===== src/rtl/dpc_defines.vh =====
// register offsets, field positions and reset values of the configuration bank
`ifndef DPC_DEFINES_VH
`define DPC_DEFINES_VH

`define DPC_ADDR_BLEED 8'h11
`define DPC_ADDR_FB_ONE 8'h18
`define DPC_ADDR_NUM_HI 8'h19
`define DPC_ADDR_NUM_LO_DEN_HI 8'h1a
`define DPC_ADDR_DEN_LO 8'h1b
`define DPC_ADDR_FB_TWO 8'h1c
`define DPC_ADDR_MOD_PWR 8'h1d
`define DPC_ADDR_REACQ 8'h1f
`define DPC_ADDR_CH0 8'h22
`define DPC_ADDR_CH1 8'h23
`define DPC_ADDR_SYNC_ONE 8'h24
`define DPC_ADDR_CH2 8'h25
`define DPC_ADDR_CH3 8'h26
`define DPC_ADDR_SYNC_TWO 8'h27
`define DPC_ADDR_STEP 8'h2a
`define DPC_ADDR_CNT_HI 8'h2b
`define DPC_ADDR_CNT_LO_DIV 8'h2c
`define DPC_ADDR_M_FB_ONE 8'h30
`define DPC_ADDR_M_CH0 8'h31
`define DPC_ADDR_M_CH1 8'h32
`define DPC_ADDR_M_FB_TWO 8'h33
`define DPC_ADDR_M_NUM_HI 8'h34
`define DPC_ADDR_M_NUM_LO_DEN_HI 8'h35
`define DPC_ADDR_M_DEN_LO 8'h36
`define DPC_ADDR_M_CH3 8'h37
`define DPC_ADDR_M_CH2 8'h38
`define DPC_ADDR_FMT_PWR 8'h3a
`define DPC_ADDR_REF_PWR 8'h3b
`define DPC_ADDR_GLOBAL 8'h3d
`define DPC_ADDR_SER_EN 8'h40

// field positions
`define DPC_VCO_MSB 7
`define DPC_VCO_LSB 5
`define DPC_OUT_MSB 4
`define DPC_OUT_LSB 0
`define DPC_FB_MSB 5
`define DPC_CNT_LSB_BIT 7
`define DPC_DIVISOR_MSB 6
`define DPC_CH3_OFF_BIT 7
`define DPC_CH2_OFF_BIT 6
`define DPC_FMT_TWO_MSB 5
`define DPC_FMT_TWO_LSB 3
`define DPC_FMT_ONE_MSB 2
`define DPC_PLL_ONE_OFF_BIT 3
`define DPC_PLL_TWO_OFF_BIT 2
`define DPC_REFDIV_BIT 1
`define DPC_MOD_OFF_BIT 4
`define DPC_BLEED_BIT 2
`define DPC_CH1_OFF_BIT 1
`define DPC_SER_EN_BIT 1

// reset value of every register; the power-up map is held elsewhere
`define DPC_RESET_BYTE 8'h00

`endif


===== src/rtl/dpc_config_bank.v =====
// configuration register bank of the dual-pll clock generator
//
// What this block does
// - nine-bit half-ramp count, 0x2B plus 0x2C bit7
// - seven-bit ramp update divisor in 0x2C low
// - eight-bit ramp increment fills register 0x2A
// - alt_map_select_pin pll one ratio, 0x30 low six
// - alt_map_select_pin pll two ratio, 0x33 low six
// - alt_map_select_pin fraction and modulus from 0x34-0x36
// - nominal fraction and modulus from 0x19-0x1B
// - channel registers: vco 7:5, output 4:0
// - 0x3A: ch3, ch2 power, two formats
// - second byte is address, then auto-increment
`timescale 1ns/100ps
`include "dpc_defines.vh"
module dpc_config_bank (
    input wire clk_sys,
    input wire rst,
    input wire byteValid,
    input wire [7:0] byteData,
    input wire frameStart,
    input wire frameStop,
    input wire alt_map_select_pin,
    output wire addrAck,
    output reg [5:0] pll_one_feedback_ratio,
    output reg [5:0] pll_two_feedback_ratio,
    output reg [11:0] sdm_numerator,
    output reg [11:0] sdm_denominator,
    output reg [2:0] ch0_vco_divide,
    output reg [4:0] ch0_out_divide,
    output reg [2:0] ch1_vco_divide,
    output reg [4:0] ch1_out_divide,
    output reg [2:0] ch2_vco_divide,
    output reg [4:0] ch2_out_divide,
    output reg [2:0] ch3_vco_divide,
    output reg [4:0] ch3_out_divide,
    output reg [7:0] ramp_increment,
    output reg [8:0] half_ramp_step_count,
    output reg [6:0] ramp_update_divisor,
    output reg modulator_power_off,
    output reg bleed_enable,
    output reg ch0_power_off,
    output reg ch1_power_off,
    output reg ch2_power_off,
    output reg ch3_power_off,
    output reg [2:0] pll_one_output_style,
    output reg [2:0] pll_two_output_style,
    output reg ref_buffer_power_off,
    output reg pll_one_power_off,
    output reg pll_two_power_off,
    output reg ref_divide_two,
    output reg reacquire_bit,
    output reg pll_one_outputs_align,
    output reg pll_two_outputs_align,
    output reg serial_control_enable_bit,
    output reg marginActive
);
    // ------------------------------------------------------------
    // pin synchroniser
    // ------------------------------------------------------------
    // two flops: the alt_map_select_pin pin is not timed to clk_sys
    reg marginMeta_reg;
    reg marginSync_reg;
    always @(posedge clk_sys) begin
        if (rst) begin
            marginMeta_reg <= 1'b0;
            marginSync_reg <= 1'b0;
        end else begin
            marginMeta_reg <= alt_map_select_pin;
            marginSync_reg <= marginMeta_reg;
        end
    end

    // ------------------------------------------------------------
    // write sequencer
    // ------------------------------------------------------------
    localparam [1:0] ST_IDLE = 2'b00;
    localparam [1:0] ST_ADDR = 2'b01;
    localparam [1:0] ST_DATA = 2'b10;
    localparam [1:0] ST_HALT = 2'b11;
    reg [1:0] state_reg;
    reg [1:0] state_next;
    reg [7:0] addr_reg;
    reg [7:0] addr_next;
    reg wrStrobe;

    // ------------------------------------------------------------
    // frame edges
    // ------------------------------------------------------------
    // a start or stop wins over a byte in the same cycle: that byte is dropped,
    // so the serial engine may report both without ordering them
    wire frameEdge = frameStart || frameStop;

    // the address byte is acknowledged only when it names a register
    function addrKnown;
        input [7:0] a;
        begin
            case (a)
                `DPC_ADDR_BLEED, `DPC_ADDR_FB_ONE, `DPC_ADDR_NUM_HI,
                `DPC_ADDR_NUM_LO_DEN_HI, `DPC_ADDR_DEN_LO, `DPC_ADDR_FB_TWO,
                `DPC_ADDR_MOD_PWR, `DPC_ADDR_REACQ, `DPC_ADDR_CH0, `DPC_ADDR_CH1,
                `DPC_ADDR_SYNC_ONE, `DPC_ADDR_CH2, `DPC_ADDR_CH3,
                `DPC_ADDR_SYNC_TWO, `DPC_ADDR_STEP, `DPC_ADDR_CNT_HI,
                `DPC_ADDR_CNT_LO_DIV, `DPC_ADDR_M_FB_ONE, `DPC_ADDR_M_CH0,
                `DPC_ADDR_M_CH1, `DPC_ADDR_M_FB_TWO, `DPC_ADDR_M_NUM_HI,
                `DPC_ADDR_M_NUM_LO_DEN_HI, `DPC_ADDR_M_DEN_LO, `DPC_ADDR_M_CH3,
                `DPC_ADDR_M_CH2, `DPC_ADDR_FMT_PWR, `DPC_ADDR_REF_PWR,
                `DPC_ADDR_GLOBAL, `DPC_ADDR_SER_EN: addrKnown = 1'b1;
                default: addrKnown = 1'b0;
            endcase
        end
    endfunction

    assign addrAck = (state_reg == ST_ADDR) &&
        byteValid &&
        !frameEdge &&
        addrKnown(byteData);

    always @* begin
        state_next = state_reg;
        addr_next = addr_reg;
        wrStrobe = 1'b0;
        case (state_reg)
            ST_IDLE: begin
                if (byteValid) begin
                    state_next = ST_ADDR;
                end
            end
            ST_ADDR: begin
                if (byteValid) begin
                    if (addrKnown(byteData)) begin
                        addr_next = byteData;
                        state_next = ST_DATA;
                    end else begin
                        // refused address: the rest of the frame is ignored
                        state_next = ST_HALT;
                    end
                end
            end
            ST_DATA: begin
                if (byteValid) begin
                    wrStrobe = 1'b1;
                    // wraps past 8'hff; unmapped addresses in the run write nothing
                    addr_next = addr_reg + 8'h01;
                end
            end
            ST_HALT: begin
                // only a start or stop leaves this state
                state_next = ST_HALT;
            end
            default: begin
                state_next = ST_IDLE;
            end
        endcase
        // a stop or repeated start abandons the frame in any state
        if (frameEdge) begin
            state_next = ST_IDLE;
            wrStrobe = 1'b0;
        end
    end

    always @(posedge clk_sys) begin
        if (rst) begin
            state_reg <= ST_IDLE;
            addr_reg <= 8'h00;
        end else begin
            state_reg <= state_next;
            addr_reg <= addr_next;
        end
    end

    // ------------------------------------------------------------
    // register storage
    // ------------------------------------------------------------
    localparam NREG = 30;
    localparam [NREG*8-1:0] ADDR_LIST = {
        `DPC_ADDR_BLEED, `DPC_ADDR_FB_ONE, `DPC_ADDR_NUM_HI,
        `DPC_ADDR_NUM_LO_DEN_HI, `DPC_ADDR_DEN_LO, `DPC_ADDR_FB_TWO,
        `DPC_ADDR_MOD_PWR, `DPC_ADDR_REACQ, `DPC_ADDR_CH0, `DPC_ADDR_CH1,
        `DPC_ADDR_SYNC_ONE, `DPC_ADDR_CH2, `DPC_ADDR_CH3, `DPC_ADDR_SYNC_TWO,
        `DPC_ADDR_STEP, `DPC_ADDR_CNT_HI, `DPC_ADDR_CNT_LO_DIV,
        `DPC_ADDR_M_FB_ONE, `DPC_ADDR_M_CH0, `DPC_ADDR_M_CH1,
        `DPC_ADDR_M_FB_TWO, `DPC_ADDR_M_NUM_HI, `DPC_ADDR_M_NUM_LO_DEN_HI,
        `DPC_ADDR_M_DEN_LO, `DPC_ADDR_M_CH3, `DPC_ADDR_M_CH2,
        `DPC_ADDR_FMT_PWR, `DPC_ADDR_REF_PWR, `DPC_ADDR_GLOBAL,
        `DPC_ADDR_SER_EN};
    // index 0 is the last entry of the list above
    localparam R_SER_EN = 0;
    localparam R_GLOBAL = 1;
    localparam R_REF_PWR = 2;
    localparam R_FMT_PWR = 3;
    localparam R_M_CH2 = 4;
    localparam R_M_CH3 = 5;
    localparam R_M_DEN_LO = 6;
    localparam R_M_NUM_LO = 7;
    localparam R_M_NUM_HI = 8;
    localparam R_M_FB_TWO = 9;
    localparam R_M_CH1 = 10;
    localparam R_M_CH0 = 11;
    localparam R_M_FB_ONE = 12;
    localparam R_CNT_LO = 13;
    localparam R_CNT_HI = 14;
    localparam R_STEP = 15;
    localparam R_SYNC_TWO = 16;
    localparam R_CH3 = 17;
    localparam R_CH2 = 18;
    localparam R_SYNC_ONE = 19;
    localparam R_CH1 = 20;
    localparam R_CH0 = 21;
    localparam R_REACQ = 22;
    localparam R_MOD_PWR = 23;
    localparam R_FB_TWO = 24;
    localparam R_DEN_LO = 25;
    localparam R_NUM_LO = 26;
    localparam R_NUM_HI = 27;
    localparam R_FB_ONE = 28;
    localparam R_BLEED = 29;

    // write-only: nothing drives a read path, values hold until rewritten
    wire [NREG*8-1:0] regFlat;
    genvar gi;
    generate
        for (gi = 0; gi < NREG; gi = gi + 1) begin : g_reg
            dpc_byte_reg #(
                .ADDR(ADDR_LIST[gi*8 +: 8])
            ) u_reg (
                .clk_sys(clk_sys),
                .rst(rst),
                .wrStrobe(wrStrobe),
                .wrAddr(addr_reg),
                .wrData(byteData),
                .value(regFlat[gi*8 +: 8])
            );
        end
    endgenerate

    // ------------------------------------------------------------
    // field decode and map selection
    // ------------------------------------------------------------
    wire [7:0] rFbOne = regFlat[R_FB_ONE*8 +: 8];
    wire [7:0] rFbTwo = regFlat[R_FB_TWO*8 +: 8];
    wire [7:0] rNumHi = regFlat[R_NUM_HI*8 +: 8];
    wire [7:0] rNumLo = regFlat[R_NUM_LO*8 +: 8];
    wire [7:0] rDenLo = regFlat[R_DEN_LO*8 +: 8];
    wire [7:0] rMFbOne = regFlat[R_M_FB_ONE*8 +: 8];
    wire [7:0] rMFbTwo = regFlat[R_M_FB_TWO*8 +: 8];
    wire [7:0] rMNumHi = regFlat[R_M_NUM_HI*8 +: 8];
    wire [7:0] rMNumLo = regFlat[R_M_NUM_LO*8 +: 8];
    wire [7:0] rMDenLo = regFlat[R_M_DEN_LO*8 +: 8];
    wire [7:0] rCnt = regFlat[R_CNT_LO*8 +: 8];
    wire [7:0] rFmt = regFlat[R_FMT_PWR*8 +: 8];
    wire [7:0] rGlob = regFlat[R_GLOBAL*8 +: 8];
    wire [7:0] rBleed = regFlat[R_BLEED*8 +: 8];
    // the alt_map_select_pin pin swaps whole maps; each channel picks its byte
    wire [7:0] ch0Sel = marginSync_reg ? regFlat[R_M_CH0*8 +: 8] : regFlat[R_CH0*8 +: 8];
    wire [7:0] ch1Sel = marginSync_reg ? regFlat[R_M_CH1*8 +: 8] : regFlat[R_CH1*8 +: 8];
    wire [7:0] ch2Sel = marginSync_reg ? regFlat[R_M_CH2*8 +: 8] : regFlat[R_CH2*8 +: 8];
    wire [7:0] ch3Sel = marginSync_reg ? regFlat[R_M_CH3*8 +: 8] : regFlat[R_CH3*8 +: 8];

    // ------------------------------------------------------------
    // output registers
    // ------------------------------------------------------------
    // outputs come from flops so a bus write never glitches a divider input
    always @(posedge clk_sys) begin
        if (rst) begin
            pll_one_feedback_ratio <= 6'h00;
            pll_two_feedback_ratio <= 6'h00;
            sdm_numerator <= 12'h000;
            sdm_denominator <= 12'h000;
            ch0_vco_divide <= 3'h0;
            ch0_out_divide <= 5'h00;
            ch1_vco_divide <= 3'h0;
            ch1_out_divide <= 5'h00;
            ch2_vco_divide <= 3'h0;
            ch2_out_divide <= 5'h00;
            ch3_vco_divide <= 3'h0;
            ch3_out_divide <= 5'h00;
            ramp_increment <= 8'h00;
            half_ramp_step_count <= 9'h000;
            ramp_update_divisor <= 7'h00;
            modulator_power_off <= 1'b0;
            bleed_enable <= 1'b0;
            ch0_power_off <= 1'b0;
            ch1_power_off <= 1'b0;
            ch2_power_off <= 1'b0;
            ch3_power_off <= 1'b0;
            pll_one_output_style <= 3'h0;
            pll_two_output_style <= 3'h0;
            ref_buffer_power_off <= 1'b0;
            pll_one_power_off <= 1'b0;
            pll_two_power_off <= 1'b0;
            ref_divide_two <= 1'b0;
            reacquire_bit <= 1'b0;
            pll_one_outputs_align <= 1'b0;
            pll_two_outputs_align <= 1'b0;
            serial_control_enable_bit <= 1'b0;
            marginActive <= 1'b0;
        end else begin
            marginActive <= marginSync_reg;
            if (marginSync_reg) begin
                pll_one_feedback_ratio <= rMFbOne[`DPC_FB_MSB:0];
                pll_two_feedback_ratio <= rMFbTwo[`DPC_FB_MSB:0];
                sdm_numerator <= {rMNumHi, rMNumLo[7:4]};
                sdm_denominator <= {rMNumLo[3:0], rMDenLo};
            end else begin
                pll_one_feedback_ratio <= rFbOne[`DPC_FB_MSB:0];
                pll_two_feedback_ratio <= rFbTwo[`DPC_FB_MSB:0];
                sdm_numerator <= {rNumHi, rNumLo[7:4]};
                sdm_denominator <= {rNumLo[3:0], rDenLo};
            end
            ch0_vco_divide <= ch0Sel[`DPC_VCO_MSB:`DPC_VCO_LSB];
            ch0_out_divide <= ch0Sel[`DPC_OUT_MSB:`DPC_OUT_LSB];
            ch1_vco_divide <= ch1Sel[`DPC_VCO_MSB:`DPC_VCO_LSB];
            ch1_out_divide <= ch1Sel[`DPC_OUT_MSB:`DPC_OUT_LSB];
            ch2_vco_divide <= ch2Sel[`DPC_VCO_MSB:`DPC_VCO_LSB];
            ch2_out_divide <= ch2Sel[`DPC_OUT_MSB:`DPC_OUT_LSB];
            ch3_vco_divide <= ch3Sel[`DPC_VCO_MSB:`DPC_VCO_LSB];
            ch3_out_divide <= ch3Sel[`DPC_OUT_MSB:`DPC_OUT_LSB];
            // spread values only take effect in the modulator on an enable toggle
            ramp_increment <= regFlat[R_STEP*8 +: 8];
            half_ramp_step_count <= {regFlat[R_CNT_HI*8 +: 8], rCnt[`DPC_CNT_LSB_BIT]};
            ramp_update_divisor <= rCnt[`DPC_DIVISOR_MSB:0];
            modulator_power_off <= regFlat[R_MOD_PWR*8 + `DPC_MOD_OFF_BIT];
            bleed_enable <= rBleed[`DPC_BLEED_BIT];
            ch0_power_off <= rBleed[0];
            ch1_power_off <= rBleed[`DPC_CH1_OFF_BIT];
            ch3_power_off <= rFmt[`DPC_CH3_OFF_BIT];
            ch2_power_off <= rFmt[`DPC_CH2_OFF_BIT];
            pll_two_output_style <= rFmt[`DPC_FMT_TWO_MSB:`DPC_FMT_TWO_LSB];
            pll_one_output_style <= rFmt[`DPC_FMT_ONE_MSB:0];
            ref_buffer_power_off <= regFlat[R_REF_PWR*8];
            pll_one_power_off <= rGlob[`DPC_PLL_ONE_OFF_BIT];
            pll_two_power_off <= rGlob[`DPC_PLL_TWO_OFF_BIT];
            ref_divide_two <= rGlob[`DPC_REFDIV_BIT];
            reacquire_bit <= regFlat[R_REACQ*8];
            pll_one_outputs_align <= regFlat[R_SYNC_ONE*8];
            pll_two_outputs_align <= regFlat[R_SYNC_TWO*8];
            serial_control_enable_bit <= regFlat[R_SER_EN*8 + `DPC_SER_EN_BIT];
        end
    end
endmodule // dpc_config_bank


===== src/rtl/dpc_byte_reg.v =====
// one write-only byte register with address decode
`timescale 1ns/100ps
`include "dpc_defines.vh"
module dpc_byte_reg #(
    parameter [7:0] ADDR = 8'h00
) (
    input wire clk_sys,
    input wire rst,
    input wire wrStrobe,
    input wire [7:0] wrAddr,
    input wire [7:0] wrData,
    output reg [7:0] value
);
    always @(posedge clk_sys) begin
        if (rst) begin
            value <= `DPC_RESET_BYTE;
        end else if (wrStrobe && wrAddr == ADDR) begin
            value <= wrData;
        end
    end
endmodule // dpc_byte_reg


===== config.mk =====
export PLATFORM = sky130hd
export DESIGN_NAME = dpc_config_bank
export DESIGN_NICKNAME = d
export VERILOG_FILES = /design/src/rtl/dpc_config_bank.v /design/src/rtl/dpc_byte_reg.v
export VERILOG_INCLUDE_DIRS = /design/src /design/src/rtl
export SDC_FILE = /design/constraint.sdc
export NUM_CORES = 1
export LEC_CHECK = 0
export BUFFER_PORTS_ARGS = -buffer_cell sky130_fd_sc_hd__clkbuf_2
export CORE_UTILIZATION = 50
export CTS_CLUSTER_DIAMETER = 30
export CTS_CLUSTER_SIZE = 24
export DETAILED_ROUTE_END_ITERATION = 10
export HOLD_SLACK_MARGIN = 0.12
export PLACE_DENSITY_LB_ADDON = 0.3
export SKIP_CTS_REPAIR_TIMING = 1
export SLEW_MARGIN = 30
export SYNTH_ARGS = -nofsm -noshare
export SYNTH_HDL_FRONTEND = slang
export SYNTH_SLANG_ARGS = --single-unit

===== constraint.sdc =====
create_clock -name clk_sys -period 4.6 [get_ports clk_sys]
set_input_delay 0.92 -clock clk_sys [delete_from_list [all_inputs] [get_ports clk_sys]]
set_output_delay 0.92 -clock clk_sys [all_outputs]
set_load 0.05 [all_outputs]

==> results of run 1 <==
[per-layer routing]
metal	vias up	wire length, um	global-route usage
li1	4007	-	-
met1	3866	11700	0.3020
met2	192	11680	0.3578
met3	48	1095	0.03765
met4	0	567	0.08400
met5	-	0	0
[kinds of logic after synthesis]
family | after synthesis | share of synthesized area
and+or+nand+nor | 434 | 0.1848
DFF | 305 | 0.5476
muxes | 209 | 0.1877
buffers and inverters | 91 | 0.03254
AOI/OAI and AO/OA | 76 | 0.04174
adders and majority gates | 5 | 0.005610
[cell type report]
cell class / count / area [um2]
clock buffer: 60 / 1404
inverter: 9 / 33.78
clock inverter: 40 / 484.2
timing repair buffer: 144 / 793.3
sequential: 305 / 6110
multi-input combinational: 724 / 4691
tap: 280 / 350.3
fill: 1775 / 7958
[metrics by stage]
stage	util	setup slack, ns
5_1_grt	0.6354	0.6661
6_report	0.6354	0.8793
4_1_cts	0.6340	0.8830
2_1_floorplan	-	0.4174
3_3_place_gp	0.5475	0.9383
3_5_place_dp	0.5475	0.8997
[worst max-delay path: stages]
cell and delay [ns]:
clkbuf_2 0.09, buf_4 0.32, inv_1 0.08, ha_1 0.29, inv_1 0.06, a21oi_1 0.09
a211oi_2 0.52, nor3_1 0.16, clkbuf_2 0.27
[worst max path at each step]
stage | start | end | slack, ns | cells past startpoint
final | byteData[2] | addrAck | 0.88 | 9
after global routing | byteData[2] | addrAck | 0.67 | 9
after CTS | byteData[2] | addrAck | 0.88 | 9
after detailed placement | byteData[2] | addrAck | 0.90 | 9
after global placement | byteData[2] | addrAck | 0.94 | 9
after floorplan | byteData[0] | addrAck | 0.42 | 8
[cells in the final DEF (no fill, tap or decap), types with 10 or more instances in the layout]
| cell type | n |
|---|---|
| dfxtp_1 | 304 |
| clkbuf_2 | 126 |
| nor3_1 | 10 |
| mux2i_1 | 208 |
| a21oi_1 | 51 |
| nand3_1 | 46 |
| nor2_2 | 11 |
| buf_4 | 16 |
| clkinvlp_4 | 14 |
| nand2_1 | 60 |
| clkbuf_16 | 54 |
| nor2b_1 | 53 |
| nor2_1 | 217 |
[cell usage after synthesis (all sizes together)]
master | number | area share
o311ai | 1 | 0.00079
or2 | 1 | 0.00056
nor3 | 11 | 0.0059
nand4 | 9 | 0.0079
and3 | 2 | 0.0011
o31ai | 1 | 0.0019
a21oi | 51 | 0.023
nor4 | 6 | 0.0066
or3 | 4 | 0.0022
o211ai | 2 | 0.0013
nor2 | 228 | 0.079
and4bb | 1 | 0.0015
inv | 9 | 0.0030
nand4bb | 1 | 0.0010
o211a | 1 | 0.00090
or4 | 2 | 0.0017
a221o | 1 | 0.00090
nand2b | 7 | 0.0039
a211o | 1 | 0.00079
nand3 | 47 | 0.022
o311a | 2 | 0.0018
o2111ai | 1 | 0.00079
o21ai | 7 | 0.0031
and2 | 1 | 0.00056
nand3b | 1 | 0.00067
mux2 | 1 | 0.0010
ha | 5 | 0.0056
clkbuf | 53 | 0.018
buf | 29 | 0.012
a311oi | 2 | 0.0016
o32ai | 1 | 0.00079
mux2i | 208 | 0.19
a31oi | 1 | 0.00056
nand2 | 60 | 0.020
a221oi | 1 | 0.00079
o22ai | 2 | 0.0017
nor2b | 53 | 0.030
dfxtp | 305 | 0.55
a211oi | 1 | 0.0011
[power groups by stage]
stage / Combinational, mW / Sequential, mW / Clock (mW)
floorplan: 0.102 / 2.70 / 0
global placement: 0.130 / 2.71 / 0
detailed placement: 0.130 / 2.71 / 0
CTS: 0.130 / 2.66 / 4.06
global route: 0.145 / 2.66 / 4.20
finish: 0.134 / 2.66 / 4.01
==> flow_summary.toml, run 1 <==
[route]
drc = 0
drt-wirelength-per-cell_um = 16.03
first_pass_iters = 5
drtAntennaViolNets = 0
drtIter0Drc = 500
via_per_inst = 5.194
wl_mm = 25.04
vias = 8113

[sta]
fin_skew_ns = 0.01075
period_share = 0.8089
hold_viol_final = 0
setup-violations-final = 0
clock.fmax_mhz = 268.8
timing.setup.tns_ns = 0
hold_ws_ns = 0.4477
worst-slew-pin-transition_ns = 0.9764
drv_slew = 0
slew_headroom = 0.3490
rsz0062_at_grt = "no"
fin_crit_ns = 3.721

[synthesis]
synth-seq-cells = 305
synth-warning-count = 0
syn-num-nets = 1139
ys_seq_area_frac = 0.5476
ys_types = 49
synth_cells = 1120
syn_area_um2 = 11150
postSynthAreaPerCell_um2 = 9.956

[floorplanning]
std_cell_rows = 54
start_util = 0.5110
die-height_um = 151.3
die_w_um = 151.3
ios = 128
core_um2 = 21820
die_area_um2 = 22900

[clock_network]
cts_tree = "done"
clk_pin_slew_ns = 0.05
cts_max_path_buffers = 3
numCtsBuffers = 54
cts.sinks = 305
clkLatencyLatePin_ns = 0.56
cts_root_buf = "clkbuf_16"
htreeDepth = 2

[hold_path]
holdPathStages = 2
holdCritStartpoint = "g_reg[15].u_reg.value[4]"
min_to = "g_reg[15].u_reg.value[4]"
hp-class = "flop to flop"

[worst_setup_path]
r2r_setup_slack_ns = 2.14
worst_ep_required_time_ns = 3.68
worstSetupPathType = "primary input to output port"
endpoint_kind = "output port"
worstReg2RegEnd = "g_reg[26].u_reg.value[2]"
arrival_ns = 2.80
start_kind = "primary input"
rr_worst_depth = 5
r2r-start = "addr_reg[3]"
worstPathMaxFanout = 28

[place]
dp.cells = 1461
io_buffers = 127
placed_cell_area_um2 = 11950
hpwl_mm = 14.96
place.gp.congestion = 0.8830

[global_routing]
grt_max_degree = 167
grt_first_pass_wirelength_mm = 40.32
groute.usage.overall = 0.2240
grt-ovfl-total = 0
antenna_found_initial = 0
grt_pass1_vias = 7791

[pwr]
seqPwrFrac = 0.391
power.density_nw_per_um2 = 490.4
pwr-share-comb = 0.020
p_leak_nw = 5.450
p_sw_mw = 1.534
power_switching_share = 0.2256
total_power_mw = 6.799
p_clk_frac = 0.589
ir_worst_vdd_mv = 0.3555
internal_power_mw = 5.265

[job]
cap_violations = 0

[cells_and_area]
largest_register_ffs = 180
syn_to_final_growth_pct = 24.35
top_regs = "g.u_reg.value: 180 flops, sdm_denominator: 12 flops, sdm_numerator: 12 flops"
stdcell_area_um2 = 13870
largest_register = "g.u_reg.value"
stdcell_count = 1562
nets = 1257
antenna_cells = 0
drive_gt1_frac = 0.2098

[status]
status = "complete, no violations"
(Power assumes the default switching activity.)
==> run 2: changes to the inputs <==
ABC_AREA = 1   (was default)
clock period = 3.4 ns   (was 4.6 ns; I/O delays follow)
==> flow_summary.toml, run 2 <==
[worst_setup_path]
crit_chain = "clkbuf_2 > inv_1 > nor2_1 > ha_1 > nor2_1 > a21oi_1 > nand2_1 > nand2_1 > nand2_1 > nor3_2 > clkbuf_2"
worstSetupPathType = "primary input to output port"
arrival_ns = 2.07
rr_worst_depth = 7
r2r-start = "state_reg[1]"
worst_ep_required_time_ns = 2.72
start_kind = "primary input"
endpoint = "addrAck"
crit_slowest_cell = "clkbuf_2"
slowest_delay_ns = 0.30
critical_path_depth = 11
setup.worst_path.start = "byteData[0]"
critPathTopFamily = "buffers and inverters"
endpoint_kind = "output port"
worstReg2RegEnd = "g_reg[11].u_reg.value[3]"
critPathMostFrequentCell = "nand2_1"
path_buf_inv = 3
r2r_setup_slack_ns = 1.10
worstPathMaxFanout = 5

[global_routing]
grt_first_pass_wirelength_mm = 40.70
groute.usage.overall = 0.2310
antenna_found_initial = 0
grt-ovfl-total = 0
grt_max_degree = 88
grt_pass1_vias = 7908

[clock_network]
cts_max_path_buffers = 3
cts_root_buf = "clkbuf_16"
numCtsBuffers = 47
cts_tree = "done"
clk_pin_slew_ns = 0.05
clkLatencyLatePin_ns = 0.53
htreeDepth = 2
cts.sinks = 305

[synthesis]
synth_top_family_by_area = "compound AO/OA/AOI/OAI gates"
synth_edf_count = 0
synth-seq-cells = 305
ys_seq_area_frac = 0.5639
ys_types = 27
yosysMostFrequentCell = "dfxtp_1"
synth-warning-count = 0
synth_cells = 1296
syn_area_um2 = 10830
synth_area_leaders = "dfxtp_1 56%, a21oi_1 9.5%, o21ai_0 9.2%"
synthSimpleGateAreaFrac = 0.09464
synth_compound_area_frac = 0.2258
synth_commonest_cells = "305 x dfxtp_1, 205 x a21oi_1, 198 x inv_1, 198 x o21ai_0, 141 x nor2_1"
synth_area_leader_cell = "dfxtp_1"
postSynthAreaPerCell_um2 = 8.355
synthFlopType = "dfxtp_1"
async_flop_share = 0
synth-adder-area-share = 0.005778
syn-num-nets = 1315
synth_xor_area_frac = 0.0008089
yosys-mux-area-fraction = 0
synth_top_area_frac = 0.5639

[pwr]
power.density_nw_per_um2 = 661.2
p_leak_nw = 5.278
ir_worst_vdd_mv = 0.3721

[sta]
hold_viol_final = 0
worst-slew-pin-transition_ns = 0.8584
rsz0062_at_grt = "no"
setup-violations-final = 0
slew_headroom = 0.4278
period_share = 0.8087
fin_crit_ns = 2.750
hold_ws_ns = 0.3349
drv_slew = 0
clock.fmax_mhz = 363.7
timing.setup.tns_ns = 0
fin_skew_ns = 0.01250

[route]
via_per_inst = 5.089
drtIter0Drc = 569
drc = 0
wl_mm = 25.44
drt-wirelength-per-cell_um = 14.93
vias = 8671
drtAntennaViolNets = 0
first_pass_iters = 5

[cells_and_area]
layout_commonest_cell = "dfxtp_1"
stdcell_area_um2 = 13100
top_regs = "g.u_reg.value: 180 flops, sdm_denominator: 12 flops, sdm_numerator: 12 flops"
drive_gt1_frac = 0.1686
final_cell_mix = "304 x dfxtp_1, 205 x a21oi_1, 198 x o21ai_0"
antenna_cells = 0
largest_register = "g.u_reg.value"
nets = 1413
largest_register_ffs = 180
syn_to_final_growth_pct = 20.97

[job]
cap_violations = 0

[floorplanning]
ios = 128
die_area_um2 = 22250
die_w_um = 149.2
start_util = 0.5119
std_cell_rows = 53
core_um2 = 21150
die-height_um = 149.2

[hold_path]
hp-class = "primary input to flop"

[place]
place.gp.congestion = 0.8863
hpwl_mm = 15.97
placed_cell_area_um2 = 11500
io_buffers = 127

[status]
status = "complete, no violations"
## run 2: changes by cell type after synthesis, moves of 14 or more
cell,previous run,this run
inv_1,9,198
nand3_1,46,13
mux2i_1,208,0
o21ai_0,7,198
nor2b_1,53,0
buf_1,17,3
nor2_1,218,141
a211oi_1,0,54
a21oi_1,51,205
clkbuf_1,53,68
## run 2: how the worst min path moves through the flow
| stage | start | endpoint | slack [ns] | depth (start not counted) |
|---|---|---|---|---|
| 4_1_cts | alt_map_select_pin | marginMeta_reg | 0.32 | 3 |
| 3_3_place_gp | marginMeta_reg | marginSync_reg | 0.39 | 2 |
| 5_1_grt | alt_map_select_pin | marginMeta_reg | 0.34 | 3 |
| 6_report | alt_map_select_pin | marginMeta_reg | 0.33 | 3 |
| 2_1_floorplan | marginMeta_reg | marginSync_reg | 0.39 | 2 |
| 3_5_place_dp | marginMeta_reg | marginSync_reg | 0.39 | 2 |
## run 2: per-stage QoR
stage	total power [mW]	util	worst slack, ns	instances
after floorplan	3.904	-	0.2444	1296
after global placement	3.992	0.5438	0.6633	1620
after detailed placement	3.995	0.5438	0.6611	1620
after CTS	8.727	0.6192	0.6566	1704
after global routing	8.912	0.6192	0.5233	1704
final	8.661	0.6192	0.6505	1704
## run 2: cells by family after synthesis
| logic type | after synthesis |
|---|---|
| buf+inv | 292 |
| compound gates | 461 |
| simple gates | 232 |
| xor+xnor | 1 |
| flops | 305 |
| fa+ha+maj | 5 |
## run 2: cell type report
cell class                      instances  area, um2
Fill cell                            1810       8055
Sequential cell                       305       6110
Multi-Input combinational cell        699       3546
Clock buffer                           57       1285
Timing Repair Buffer                  143      758.2
Inverter                              198      745.7
Tap cell                              275      344.1
Clock inverter                         27      310.3
## run 2: layer usage
layer,part of all wire,track usage
met2,0.45,0.3577
met4,0.023,0.07755
met1,0.46,0.3185
met3,0.067,0.05015
met5,0,0
## run 2: tightest hold or removal path, cell delays in order
cell      delay (ns)
clkbuf_2        0.08
inv_1           0.04
nor2_1          0.03
## run 2: report_power, final
group	switching [mW]	internal (mW)	leakage (nW)
Combinational	0.240	0.0618	2.03
Sequential	0.0187	3.60	2.46
Clock	1.76	2.98	0.788
